## src/hw/sfcfe_consts.vh

```
// constants for the serial flash command front end
`ifndef SFCFE_CONSTS_VH
`define SFCFE_CONSTS_VH
`define SFCFE_OP_READ 8'h03
`define SFCFE_OP_FAST 8'h0b
`define SFCFE_OP_DOUT 8'h3b
`define SFCFE_OP_DIO 8'hbb
`define SFCFE_OP_PAGE_CLR 8'h81
`define SFCFE_OP_SECT_CLR 8'h20
`define SFCFE_OP_HALF_CLR 8'h52
`define SFCFE_OP_FULL_CLR 8'hd8
`define SFCFE_OP_CHIP_CLR_A 8'h60
`define SFCFE_OP_CHIP_CLR_B 8'hc7
`define SFCFE_OP_PAGE_WR 8'h02
`define SFCFE_OP_DUAL_WR 8'ha2
`define SFCFE_OP_LATCH_SET 8'h06
`define SFCFE_OP_LATCH_CLR 8'h04
`define SFCFE_OP_VOL_UNLOCK 8'h50
`define SFCFE_OP_SEC_CLR 8'h44
`define SFCFE_OP_SEC_WR 8'h42
`define SFCFE_OP_SEC_RD 8'h48
`define SFCFE_OP_STAT_LO 8'h05
`define SFCFE_OP_STAT_HI 8'h35
`define SFCFE_OP_CFG_RD 8'h15
`define SFCFE_OP_STAT_WR 8'h01
`define SFCFE_OP_CFG_WR 8'h31
`define SFCFE_ADDR_TOP 21'h1fffff
`define SFCFE_ADDR_BYTES 3'h3
`define SFCFE_BIT_LAST 3'h7
`define SFCFE_DUAL_LAST 3'h3
`define SFCFE_STAT_BUSY 0
`define SFCFE_STAT_LATCH 1
`endif

```

## src/hw/sfcfe_front_end.v

```verilog
// command front end of a serial nor flash: spi decode, hold, dual i/o
`timescale 1ns/100ps
`include "sfcfe_consts.vh"
module sfcfe_front_end #(
    parameter ADDR_W = 21
) (
    input wire sys_clk,
    input wire reset,
    input wire chip_select_n,
    input wire serial_clock,
    input wire hold_n,
    input wire io_line0_in,
    output reg io_line0_out,
    output reg io_line0_oe,
    input wire io_line1_in,
    output reg io_line1_out,
    output reg io_line1_oe,
    input wire busy_flag,
    input wire [7:0] status_high,
    input wire [7:0] config_value,
    input wire region_protected,
    input wire [7:0] read_data,
    output reg read_req,
    output reg [ADDR_W-1:0] op_addr,
    output reg [7:0] op_code,
    output reg op_start,
    output reg [7:0] wr_data,
    output reg wr_data_valid,
    output reg [15:0] status_wr_data,
    output reg write_latch,
    output reg volatile_unlock,
    output reg standby
);
    // ------------------------------------------------------------
    // input synchronisation and edge detection
    // ------------------------------------------------------------
    wire [4:0] pins_s;
    sfcfe_sync #(.WIDTH(5), .INIT(5'h1f)) u_sync (
        .sys_clk(sys_clk),
        .reset(reset),
        .async_in({chip_select_n, serial_clock, hold_n, io_line1_in, io_line0_in}),
        .sync_out(pins_s)
    );
    wire cs_s = pins_s[4];
    wire sck_s = pins_s[3];
    wire hold_s = pins_s[2];
    wire d1_s = pins_s[1];
    wire d0_s = pins_s[0];
    reg sck_d;
    reg cs_d;
    wire sck_rise = sck_s & ~sck_d;
    wire sck_fall = ~sck_s & sck_d;
    wire cs_fall = ~cs_s & cs_d;
    wire cs_rise = cs_s & ~cs_d;

    // ------------------------------------------------------------
    // opcode classes
    // ------------------------------------------------------------
    localparam ST_OPC = 6'h01;
    localparam ST_ADDR = 6'h02;
    localparam ST_DUMMY = 6'h04;
    localparam ST_DATA_IN = 6'h08;
    localparam ST_DATA_OUT = 6'h10;
    localparam ST_IGNORE = 6'h20;

    function is_dual_out;
        input [7:0] op;
        is_dual_out = (op == `SFCFE_OP_DOUT) || (op == `SFCFE_OP_DIO);
    endfunction

    function has_addr;
        input [7:0] op;
        has_addr = (op == `SFCFE_OP_READ) || (op == `SFCFE_OP_FAST) || is_dual_out(op) ||
                   (op == `SFCFE_OP_PAGE_CLR) || (op == `SFCFE_OP_SECT_CLR) ||
                   (op == `SFCFE_OP_HALF_CLR) || (op == `SFCFE_OP_FULL_CLR) ||
                   (op == `SFCFE_OP_PAGE_WR) || (op == `SFCFE_OP_DUAL_WR) ||
                   (op == `SFCFE_OP_SEC_CLR) || (op == `SFCFE_OP_SEC_WR) || (op == `SFCFE_OP_SEC_RD);
    endfunction

    function has_dummy;
        input [7:0] op;
        has_dummy = (op == `SFCFE_OP_FAST) || is_dual_out(op) || (op == `SFCFE_OP_SEC_RD);
    endfunction

    function is_stat_read;
        input [7:0] op;
        is_stat_read = (op == `SFCFE_OP_STAT_LO) || (op == `SFCFE_OP_STAT_HI) || (op == `SFCFE_OP_CFG_RD);
    endfunction

    function is_modify;
        input [7:0] op;
        is_modify = (op == `SFCFE_OP_PAGE_CLR) || (op == `SFCFE_OP_SECT_CLR) ||
                    (op == `SFCFE_OP_HALF_CLR) || (op == `SFCFE_OP_FULL_CLR) ||
                    (op == `SFCFE_OP_CHIP_CLR_A) || (op == `SFCFE_OP_CHIP_CLR_B) ||
                    (op == `SFCFE_OP_PAGE_WR) || (op == `SFCFE_OP_DUAL_WR) ||
                    (op == `SFCFE_OP_SEC_CLR) || (op == `SFCFE_OP_SEC_WR) ||
                    (op == `SFCFE_OP_STAT_WR) || (op == `SFCFE_OP_CFG_WR);
    endfunction

    function is_known;
        input [7:0] op;
        is_known = has_addr(op) || is_modify(op) || is_stat_read(op) ||
                   (op == `SFCFE_OP_LATCH_SET) || (op == `SFCFE_OP_LATCH_CLR) ||
                   (op == `SFCFE_OP_VOL_UNLOCK);
    endfunction

    function is_array_read;
        input [7:0] op;
        is_array_read = (op == `SFCFE_OP_READ) || (op == `SFCFE_OP_FAST) || is_dual_out(op);
    endfunction

    // ------------------------------------------------------------
    // hold tracking
    // ------------------------------------------------------------
    reg held;
    // state follows hold only while the clock is low (deselect clears it at once), so a hold edge during a high clock waits
    always @(posedge sys_clk) begin
        if (reset || cs_s) begin
            held <= 1'b0;
        end else if (!sck_s) begin
            held <= ~hold_s;
        end
    end

    // ------------------------------------------------------------
    // command sequencer
    // ------------------------------------------------------------
    reg [5:0] state;
    reg [2:0] bit_cnt;
    reg [2:0] byte_cnt;
    reg [7:0] shift_in;
    reg [7:0] shift_out;
    reg dual_in;
    reg driving;
    reg [1:0] wr_bytes;
    reg on_boundary;
    reg fetch_wait;
    wire link_ok = ~cs_s & ~held;
    wire [2:0] bit_last = dual_in ? `SFCFE_DUAL_LAST : `SFCFE_BIT_LAST;
    wire [7:0] next_shift_in = dual_in ? {shift_in[5:0], d1_s, d0_s} : {shift_in[6:0], d0_s};
    wire byte_done = link_ok && sck_rise && (bit_cnt == bit_last);
    wire [7:0] status_low = {6'h00, write_latch, busy_flag};

    always @(posedge sys_clk) begin
        if (reset) begin
            sck_d <= 1'b0;
            cs_d <= 1'b1;
            state <= ST_OPC;
            bit_cnt <= 3'h0;
            byte_cnt <= 3'h0;
            shift_in <= 8'h00;
            shift_out <= 8'h00;
            dual_in <= 1'b0;
            driving <= 1'b0;
            wr_bytes <= 2'h0;
            on_boundary <= 1'b1;
            fetch_wait <= 1'b0;
            op_code <= 8'h00;
            op_addr <= {ADDR_W{1'b0}};
            op_start <= 1'b0;
            wr_data <= 8'h00;
            wr_data_valid <= 1'b0;
            status_wr_data <= 16'h0000;
            read_req <= 1'b0;
            write_latch <= 1'b0;
            volatile_unlock <= 1'b0;
            standby <= 1'b1;
            io_line0_out <= 1'b0;
            io_line1_out <= 1'b0;
            io_line0_oe <= 1'b0;
            io_line1_oe <= 1'b0;
        end else begin
            sck_d <= sck_s;
            cs_d <= cs_s;
            op_start <= 1'b0;
            wr_data_valid <= 1'b0;
            read_req <= 1'b0;
            // core answers one cycle after the request, so take the byte a cycle later
            fetch_wait <= read_req;
            if (cs_fall) begin
                state <= ST_OPC;
                bit_cnt <= 3'h0;
                byte_cnt <= 3'h0;
                dual_in <= 1'b0;
                wr_bytes <= 2'h0;
                on_boundary <= 1'b1;
                standby <= 1'b0;
            end
            if (cs_rise) begin
                driving <= 1'b0;
                standby <= 1'b1;
                // write-type commands only complete on a byte boundary
                if (on_boundary && state != ST_IGNORE && !busy_flag) begin
                    if (op_code == `SFCFE_OP_LATCH_SET && state == ST_DUMMY) begin
                        write_latch <= 1'b1;
                    end else if (op_code == `SFCFE_OP_LATCH_CLR && state == ST_DUMMY) begin
                        write_latch <= 1'b0;
                    end else if (op_code == `SFCFE_OP_VOL_UNLOCK && state == ST_DUMMY) begin
                        volatile_unlock <= 1'b1;
                    end else if (is_modify(op_code) && write_latch && (state == ST_DUMMY || state == ST_DATA_IN)) begin
                        if (!region_protected || op_code == `SFCFE_OP_STAT_WR || op_code == `SFCFE_OP_CFG_WR) begin
                            op_start <= 1'b1;
                            if (op_code == `SFCFE_OP_STAT_WR) begin
                                volatile_unlock <= 1'b0;
                            end
                        end
                        write_latch <= 1'b0;
                    end
                end
            end else if (link_ok && sck_rise && state != ST_IGNORE) begin
                shift_in <= next_shift_in;
                bit_cnt <= (bit_cnt == bit_last) ? 3'h0 : bit_cnt + 3'h1;
                on_boundary <= (bit_cnt == bit_last);
            end
            if (byte_done && state != ST_IGNORE) begin
                case (state)
                    ST_OPC: begin
                        op_code <= next_shift_in;
                        byte_cnt <= 3'h0;
                        if (!is_known(next_shift_in)) begin
                            state <= ST_IGNORE;
                            standby <= 1'b1;
                        end else if (busy_flag && is_array_read(next_shift_in)) begin
                            state <= ST_IGNORE;
                        end else if (has_addr(next_shift_in)) begin
                            state <= ST_ADDR;
                            dual_in <= (next_shift_in == `SFCFE_OP_DIO);
                        end else if (is_stat_read(next_shift_in)) begin
                            state <= ST_DATA_OUT;
                            shift_out <= (next_shift_in == `SFCFE_OP_STAT_LO) ? status_low :
                                         (next_shift_in == `SFCFE_OP_STAT_HI) ? status_high : config_value;
                            driving <= 1'b1;
                        end else if (next_shift_in == `SFCFE_OP_STAT_WR || next_shift_in == `SFCFE_OP_CFG_WR) begin
                            state <= ST_DATA_IN;
                        end else begin
                            // no-payload command: waits here for deselect
                            state <= ST_DUMMY;
                            byte_cnt <= 3'h7;
                        end
                    end
                    ST_ADDR: begin
                        op_addr <= {op_addr[ADDR_W-9:0], next_shift_in};
                        byte_cnt <= byte_cnt + 3'h1;
                        if (byte_cnt == `SFCFE_ADDR_BYTES - 3'h1) begin
                            if (has_dummy(op_code)) begin
                                state <= ST_DUMMY;
                            end else if (op_code == `SFCFE_OP_READ) begin
                                state <= ST_DATA_OUT;
                                read_req <= 1'b1;
                                driving <= 1'b1;
                            end else if (op_code == `SFCFE_OP_PAGE_WR || op_code == `SFCFE_OP_DUAL_WR ||
                                         op_code == `SFCFE_OP_SEC_WR) begin
                                state <= ST_DATA_IN;
                                dual_in <= (op_code == `SFCFE_OP_DUAL_WR);
                            end else begin
                                state <= ST_DUMMY;
                                byte_cnt <= 3'h7;
                            end
                        end
                    end
                    ST_DUMMY: begin
                        // a byte after a no-payload command is harmless; boundary still judged at deselect
                        if (byte_cnt != 3'h7) begin
                            state <= ST_DATA_OUT;
                            dual_in <= 1'b0;
                            read_req <= 1'b1;
                            driving <= 1'b1;
                        end
                    end
                    ST_DATA_IN: begin
                        wr_data <= next_shift_in;
                        wr_data_valid <= 1'b1;
                        status_wr_data <= {status_wr_data[7:0], next_shift_in};
                        wr_bytes <= (wr_bytes == 2'h3) ? wr_bytes : wr_bytes + 2'h1;
                    end
                    default: begin
                        state <= state;
                    end
                endcase
            end
            // output path: load a new byte after the last bit goes out
            if (state == ST_DATA_OUT && link_ok && sck_fall && driving) begin
                if (is_dual_out(op_code)) begin
                    io_line1_out <= shift_out[7];
                    io_line0_out <= shift_out[6];
                    shift_out <= {shift_out[5:0], 2'b00};
                end else begin
                    io_line1_out <= shift_out[7];
                    shift_out <= {shift_out[6:0], 1'b0};
                end
            end
            if (state == ST_DATA_OUT && byte_done) begin
                if (is_stat_read(op_code)) begin
                    shift_out <= (op_code == `SFCFE_OP_STAT_LO) ? status_low :
                                 (op_code == `SFCFE_OP_STAT_HI) ? status_high : config_value;
                end else begin
                    shift_out <= read_data;
                    read_req <= 1'b1;
                    op_addr <= (op_addr == `SFCFE_ADDR_TOP) ? {ADDR_W{1'b0}} : op_addr + 1'b1;
                end
            end
            if (state == ST_DATA_OUT && fetch_wait) begin
                shift_out <= read_data;
            end
            // byte counting for data-out uses the dual width too
            if (state == ST_DATA_OUT && is_dual_out(op_code) && !dual_in) begin
                dual_in <= 1'b1;
            end
            io_line1_oe <= driving && link_ok && state == ST_DATA_OUT;
            io_line0_oe <= driving && link_ok && state == ST_DATA_OUT && is_dual_out(op_code);
        end
    end
endmodule // sfcfe_front_end

```

## src/hw/sfcfe_sync.v

```verilog
// two flip-flop synchroniser for pin inputs
`timescale 1ns/100ps
module sfcfe_sync #(
    parameter WIDTH = 4,
    parameter [WIDTH-1:0] INIT = {WIDTH{1'b1}}
) (
    input wire sys_clk,
    input wire reset,
    input wire [WIDTH-1:0] async_in,
    output reg [WIDTH-1:0] sync_out
);
    reg [WIDTH-1:0] stage1;
    always @(posedge sys_clk) begin
        if (reset) begin
            stage1 <= INIT;
            sync_out <= INIT;
        end else begin
            stage1 <= async_in;
            sync_out <= stage1;
        end
    end
endmodule // sfcfe_sync

```

## config.mk

```make
export PLATFORM = sky130hd
export DESIGN_NAME = sfcfe_front_end
export DESIGN_NICKNAME = d
export VERILOG_FILES = /design/src/hw/sfcfe_front_end.v /design/src/hw/sfcfe_sync.v
export VERILOG_INCLUDE_DIRS = /design/src /design/src/hw
export SDC_FILE = /design/constraint.sdc
export NUM_CORES = 1
export LEC_CHECK = 0
export ABC_CLOCK_PERIOD_IN_PS = 2900
export BUFFER_PORTS_ARGS = -buffer_cell sky130_fd_sc_hd__buf_2
export CAP_MARGIN = 20
export CORE_MARGIN = 5
export CORE_UTILIZATION = 40
export DETAILED_ROUTE_END_ITERATION = 8
export PLACE_DENSITY = 0.61
export RECOVER_POWER = 100
export SYNTH_ARGS = -nofsm -noshare
export SYNTH_HDL_FRONTEND = slang
export SYNTH_SLANG_ARGS = --single-unit
```

## constraint.sdc

```tcl
create_clock -name sys_clk -period 2.9 [get_ports sys_clk]
set_clock_uncertainty 0.1 [all_clocks]
set_input_delay 0.58 -clock sys_clk [delete_from_list [all_inputs] [get_ports sys_clk]]
set_output_delay 0.58 -clock sys_clk [all_outputs]
set_load 0.05 [all_outputs]
```

==> impl_summary.log <==
INFO  metric run_status = complete, no violations
INFO  metric holdPathStages = 2
INFO  metric drc_viols = 0
INFO  metric worst_setup_hold_path_clk_slew = 0.08 ns
INFO  metric clock.fmax = 374 MHz
INFO  metric worstHoldPathType = input pin to flop
INFO  metric syn_inst = 806
INFO  metric via_count = 6328
INFO  metric clkLatencyLatePin = 0.36 ns
INFO  metric core-area = 0.0158 mm2
INFO  metric max_slew.worst_pin.slew = 1.36 ns
INFO  metric h_tree_level_count = 3
INFO  metric post_cts_setup_buffer_count = 0
INFO  metric startpoint_type = flop
INFO  metric crit_arrival = 2.80 ns
INFO  metric rsz_0062_raised_after_global_routing = no
INFO  metric timing.final.max_slew_violations = 0
INFO  metric endpoint_kind = flop
INFO  metric layout.cells.most_common = sky130_fd_sc_hd__dfxtp_1
INFO  metric finalCriticalPeriod = 2.67 ns
INFO  metric vdd_ir_drop_max = 301 uV
INFO  metric leakage = 2.51 nW
INFO  metric synthesis.yosys.warnings = 0
INFO  metric yosysSeqAreaShare = 30.9%
INFO  metric final_cells = 1111
INFO  metric global_route_wire_length_before_repair = 31700 um
INFO  metric slew-limit-headroom = 9.22%
INFO  metric cts_tree = done
INFO  metric yosys_most_used_dff = sky130_fd_sc_hd__dfxtp_1
INFO  metric n_antenna_cell = 0
INFO  metric areaGrowthSynthToFinish = 14.1%
INFO  metric placement_rows = 46
INFO  metric finalNetCount = 928
INFO  metric synth_seq_cells = 99
INFO  metric number_of_antenna_violations_at_the_first_check_in_global_routing = 0
INFO  metric cts_resized = 0
INFO  metric starting_density_of_the_core = 40.5%
INFO  metric highest_count_cells_in_the_layout_ignoring_fill_and_taps = sky130_fd_sc_hd__dfxtp_1, sky130_fd_sc_hd__nand2_1, sky130_fd_sc_hd__nor2_1
INFO  metric port_buffers = 95
INFO  metric number_of_buffers_on_the_longest_clock_path = 2
INFO  metric dpl.cell_count = 1095
INFO  metric syn-mean-instance-area = 7.95 um2
INFO  metric number_of_enable_type_register_cells_in_the_synthesized_netlist = 0
INFO  metric layout.filler_cells = 1589
INFO  metric min_period_over_period = 92.2%
INFO  metric totalNegativeSetupSlack = 0 ns
INFO  metric first_global_vias = 6011
INFO  metric cts_buffer_count = 9
INFO  metric initialDrtViolationCount = 364
INFO  metric synthArstFlopShare = 0%
INFO  metric total_die_area = 0.0187 mm2
INFO  metric finalSetupViolations = 0
INFO  metric routed_wirelength = 19500 um
INFO  metric layout-drive-gt1-share = 14.2%
INFO  metric chip_height = 137 um
INFO  metric setup.worst_path.class = flop to flop
INFO  metric grtUsageTotal = 21.1%
INFO  metric timing.critical_path.required = 3.03 ns
INFO  metric synth_fp_nets = 844
INFO  metric die_width = 137 um
INFO  metric clock_sinks = 99
INFO  metric antenna_left = 0
INFO  metric dpl.hpwl = 14300 um
INFO  metric place.gp.congestion = 0.869
INFO  metric avgRoutedWirePerCell = 17.5 um
INFO  metric detailed_routing_iterations_pass_1 = 6
INFO  metric cts_hold_buf = 0
INFO  metric grt_start_max_net_pins = 54
INFO  metric maximum_fanout_along_the_worst_path = 11
INFO  metric ys_types = 92
INFO  metric drv.max_cap_violation_count = 0
INFO  metric power_per_cell_area = 386 mW/mm2
INFO  metric layout.area.seq = 0.00198 mm2
INFO  metric multi_input_comb_area = 0.00399 mm2
INFO  metric r2r.worst_path.cells = 6
INFO  metric post_synthesis_instance_area = 0.00641 mm2
INFO  metric hold_violations = 0
INFO  metric routed_via_density = 5.70
INFO  metric clockRootBuffer = sky130_fd_sc_hd__clkbuf_16
INFO  metric io_pins = 96
INFO  metric overflow = 0
==> layout make-up <==
class,instances,share of cell area (%)
multi-input cells,624,54.6
flip-flops and latches,99,27.1
repair buffers,139,9.58
well taps,216,3.70
clock buffers,9,3.08
clock inverters,7,1.11
inverters,17,0.873
==> synthesized netlist by cell type, types with 12 or more instances <==
master | number | area, um2
sky130_fd_sc_hd__clkbuf_1 | 27 | 101
sky130_fd_sc_hd__buf_2 | 22 | 110
sky130_fd_sc_hd__a211oi_1 | 23 | 173
sky130_fd_sc_hd__nand2_1 | 75 | 282
sky130_fd_sc_hd__nor2_1 | 75 | 282
sky130_fd_sc_hd__nand3_1 | 16 | 80.1
sky130_fd_sc_hd__nor3_1 | 25 | 125
sky130_fd_sc_hd__o21ai_0 | 37 | 185
sky130_fd_sc_hd__a21oi_1 | 58 | 290
sky130_fd_sc_hd__nand2b_1 | 18 | 113
sky130_fd_sc_hd__a31oi_1 | 17 | 106
sky130_fd_sc_hd__dfxtp_1 | 99 | 1980
sky130_fd_sc_hd__inv_1 | 17 | 63.8
sky130_fd_sc_hd__nor2b_1 | 24 | 150
sky130_fd_sc_hd__or2_2 | 12 | 75.1
sky130_fd_sc_hd__mux2i_1 | 20 | 200
==> logic make-up after synthesis <==
| kind of cell | count (synthesis) | synth area share [%] |
|---|---|---|
| buf+inv | 83 | 6.31 |
| flops | 99 | 30.9 |
| fa+ha+maj | 6 | 1.13 |
| mux | 26 | 4.18 |
| simple gates | 352 | 31.8 |
| compound gates | 231 | 24.4 |
| xor+xnor | 9 | 1.23 |
==> registers in the layout, summed over array words and instances, names as in the netlist, 3 cells and up <==
signal	count
bit_cnt	3
byte_cnt	3
op_addr	21
op_code	8
shift_in	7
shift_out	8
state	6
status_wr_data	9
u_sync.stage1	5
u_sync.sync_out	5
wr_data	7
==> worst paths after layout <==
kind                                        from            endpoint  slack, ns
worst max register to register          state[2]         op_addr[11]       0.23
worst max-delay path                    state[2]         op_addr[11]       0.23
worst min register to register  u_sync.stage1[3]  u_sync.sync_out[3]       0.31
worst min-delay path                 io_line0_in    u_sync.stage1[0]       0.30
==> report_power, final <==
| group | switching [mW] | internal, mW | total [mW] | leakage, nW |
|---|---|---|---|---|
| registers | 0.0195 | 1.37 | 1.39 | 0.801 |
| clock network | 0.613 | 0.616 | 1.23 | 0.150 |
| logic | 0.120 | 0.0811 | 0.201 | 1.56 |
| total | 0.752 | 2.07 | 2.82 | 2.51 |
==> worst max-delay path, stage by stage, from the launching register on <==
cell and delay [ns]:
sky130_fd_sc_hd__dfxtp_1 0.42, sky130_fd_sc_hd__or4_4 0.61, sky130_fd_sc_hd__or2_0 0.43, sky130_fd_sc_hd__nor2_2 0.37
sky130_fd_sc_hd__mux2_2 0.38, sky130_fd_sc_hd__a22oi_1 0.18, sky130_fd_sc_hd__nor2_1 0.06
==> through the flow <==
| stage | power, mW | hold slack, ns | utilization [%] | cell area (um2) | setup slack, ns |
|---|---|---|---|---|---|
| floorplan | 1.54 | 0.287 | - | 6410 | 0.339 |
| global placement | 1.62 | 0.297 | 45.1 | 7140 | 0.376 |
| detailed placement | 1.63 | 0.299 | 45.1 | 7140 | 0.319 |
| CTS | 2.84 | 0.295 | 47.1 | 7450 | 0.301 |
| global route | 2.91 | 0.306 | 46.2 | 7310 | 0.0574 |
| finish | 2.82 | 0.303 | 46.2 | 7310 | 0.225 |
==> per-layer routing <==
layer	track usage, %	share of wire, %	up-vias
li1	-	-	3164
met1	29.8	46	2928
met2	32.3	45	202
met3	3.24	6.3	34
met4	8.06	2.5	0
met5	0	0	-
(Power assumes the default switching activity.)
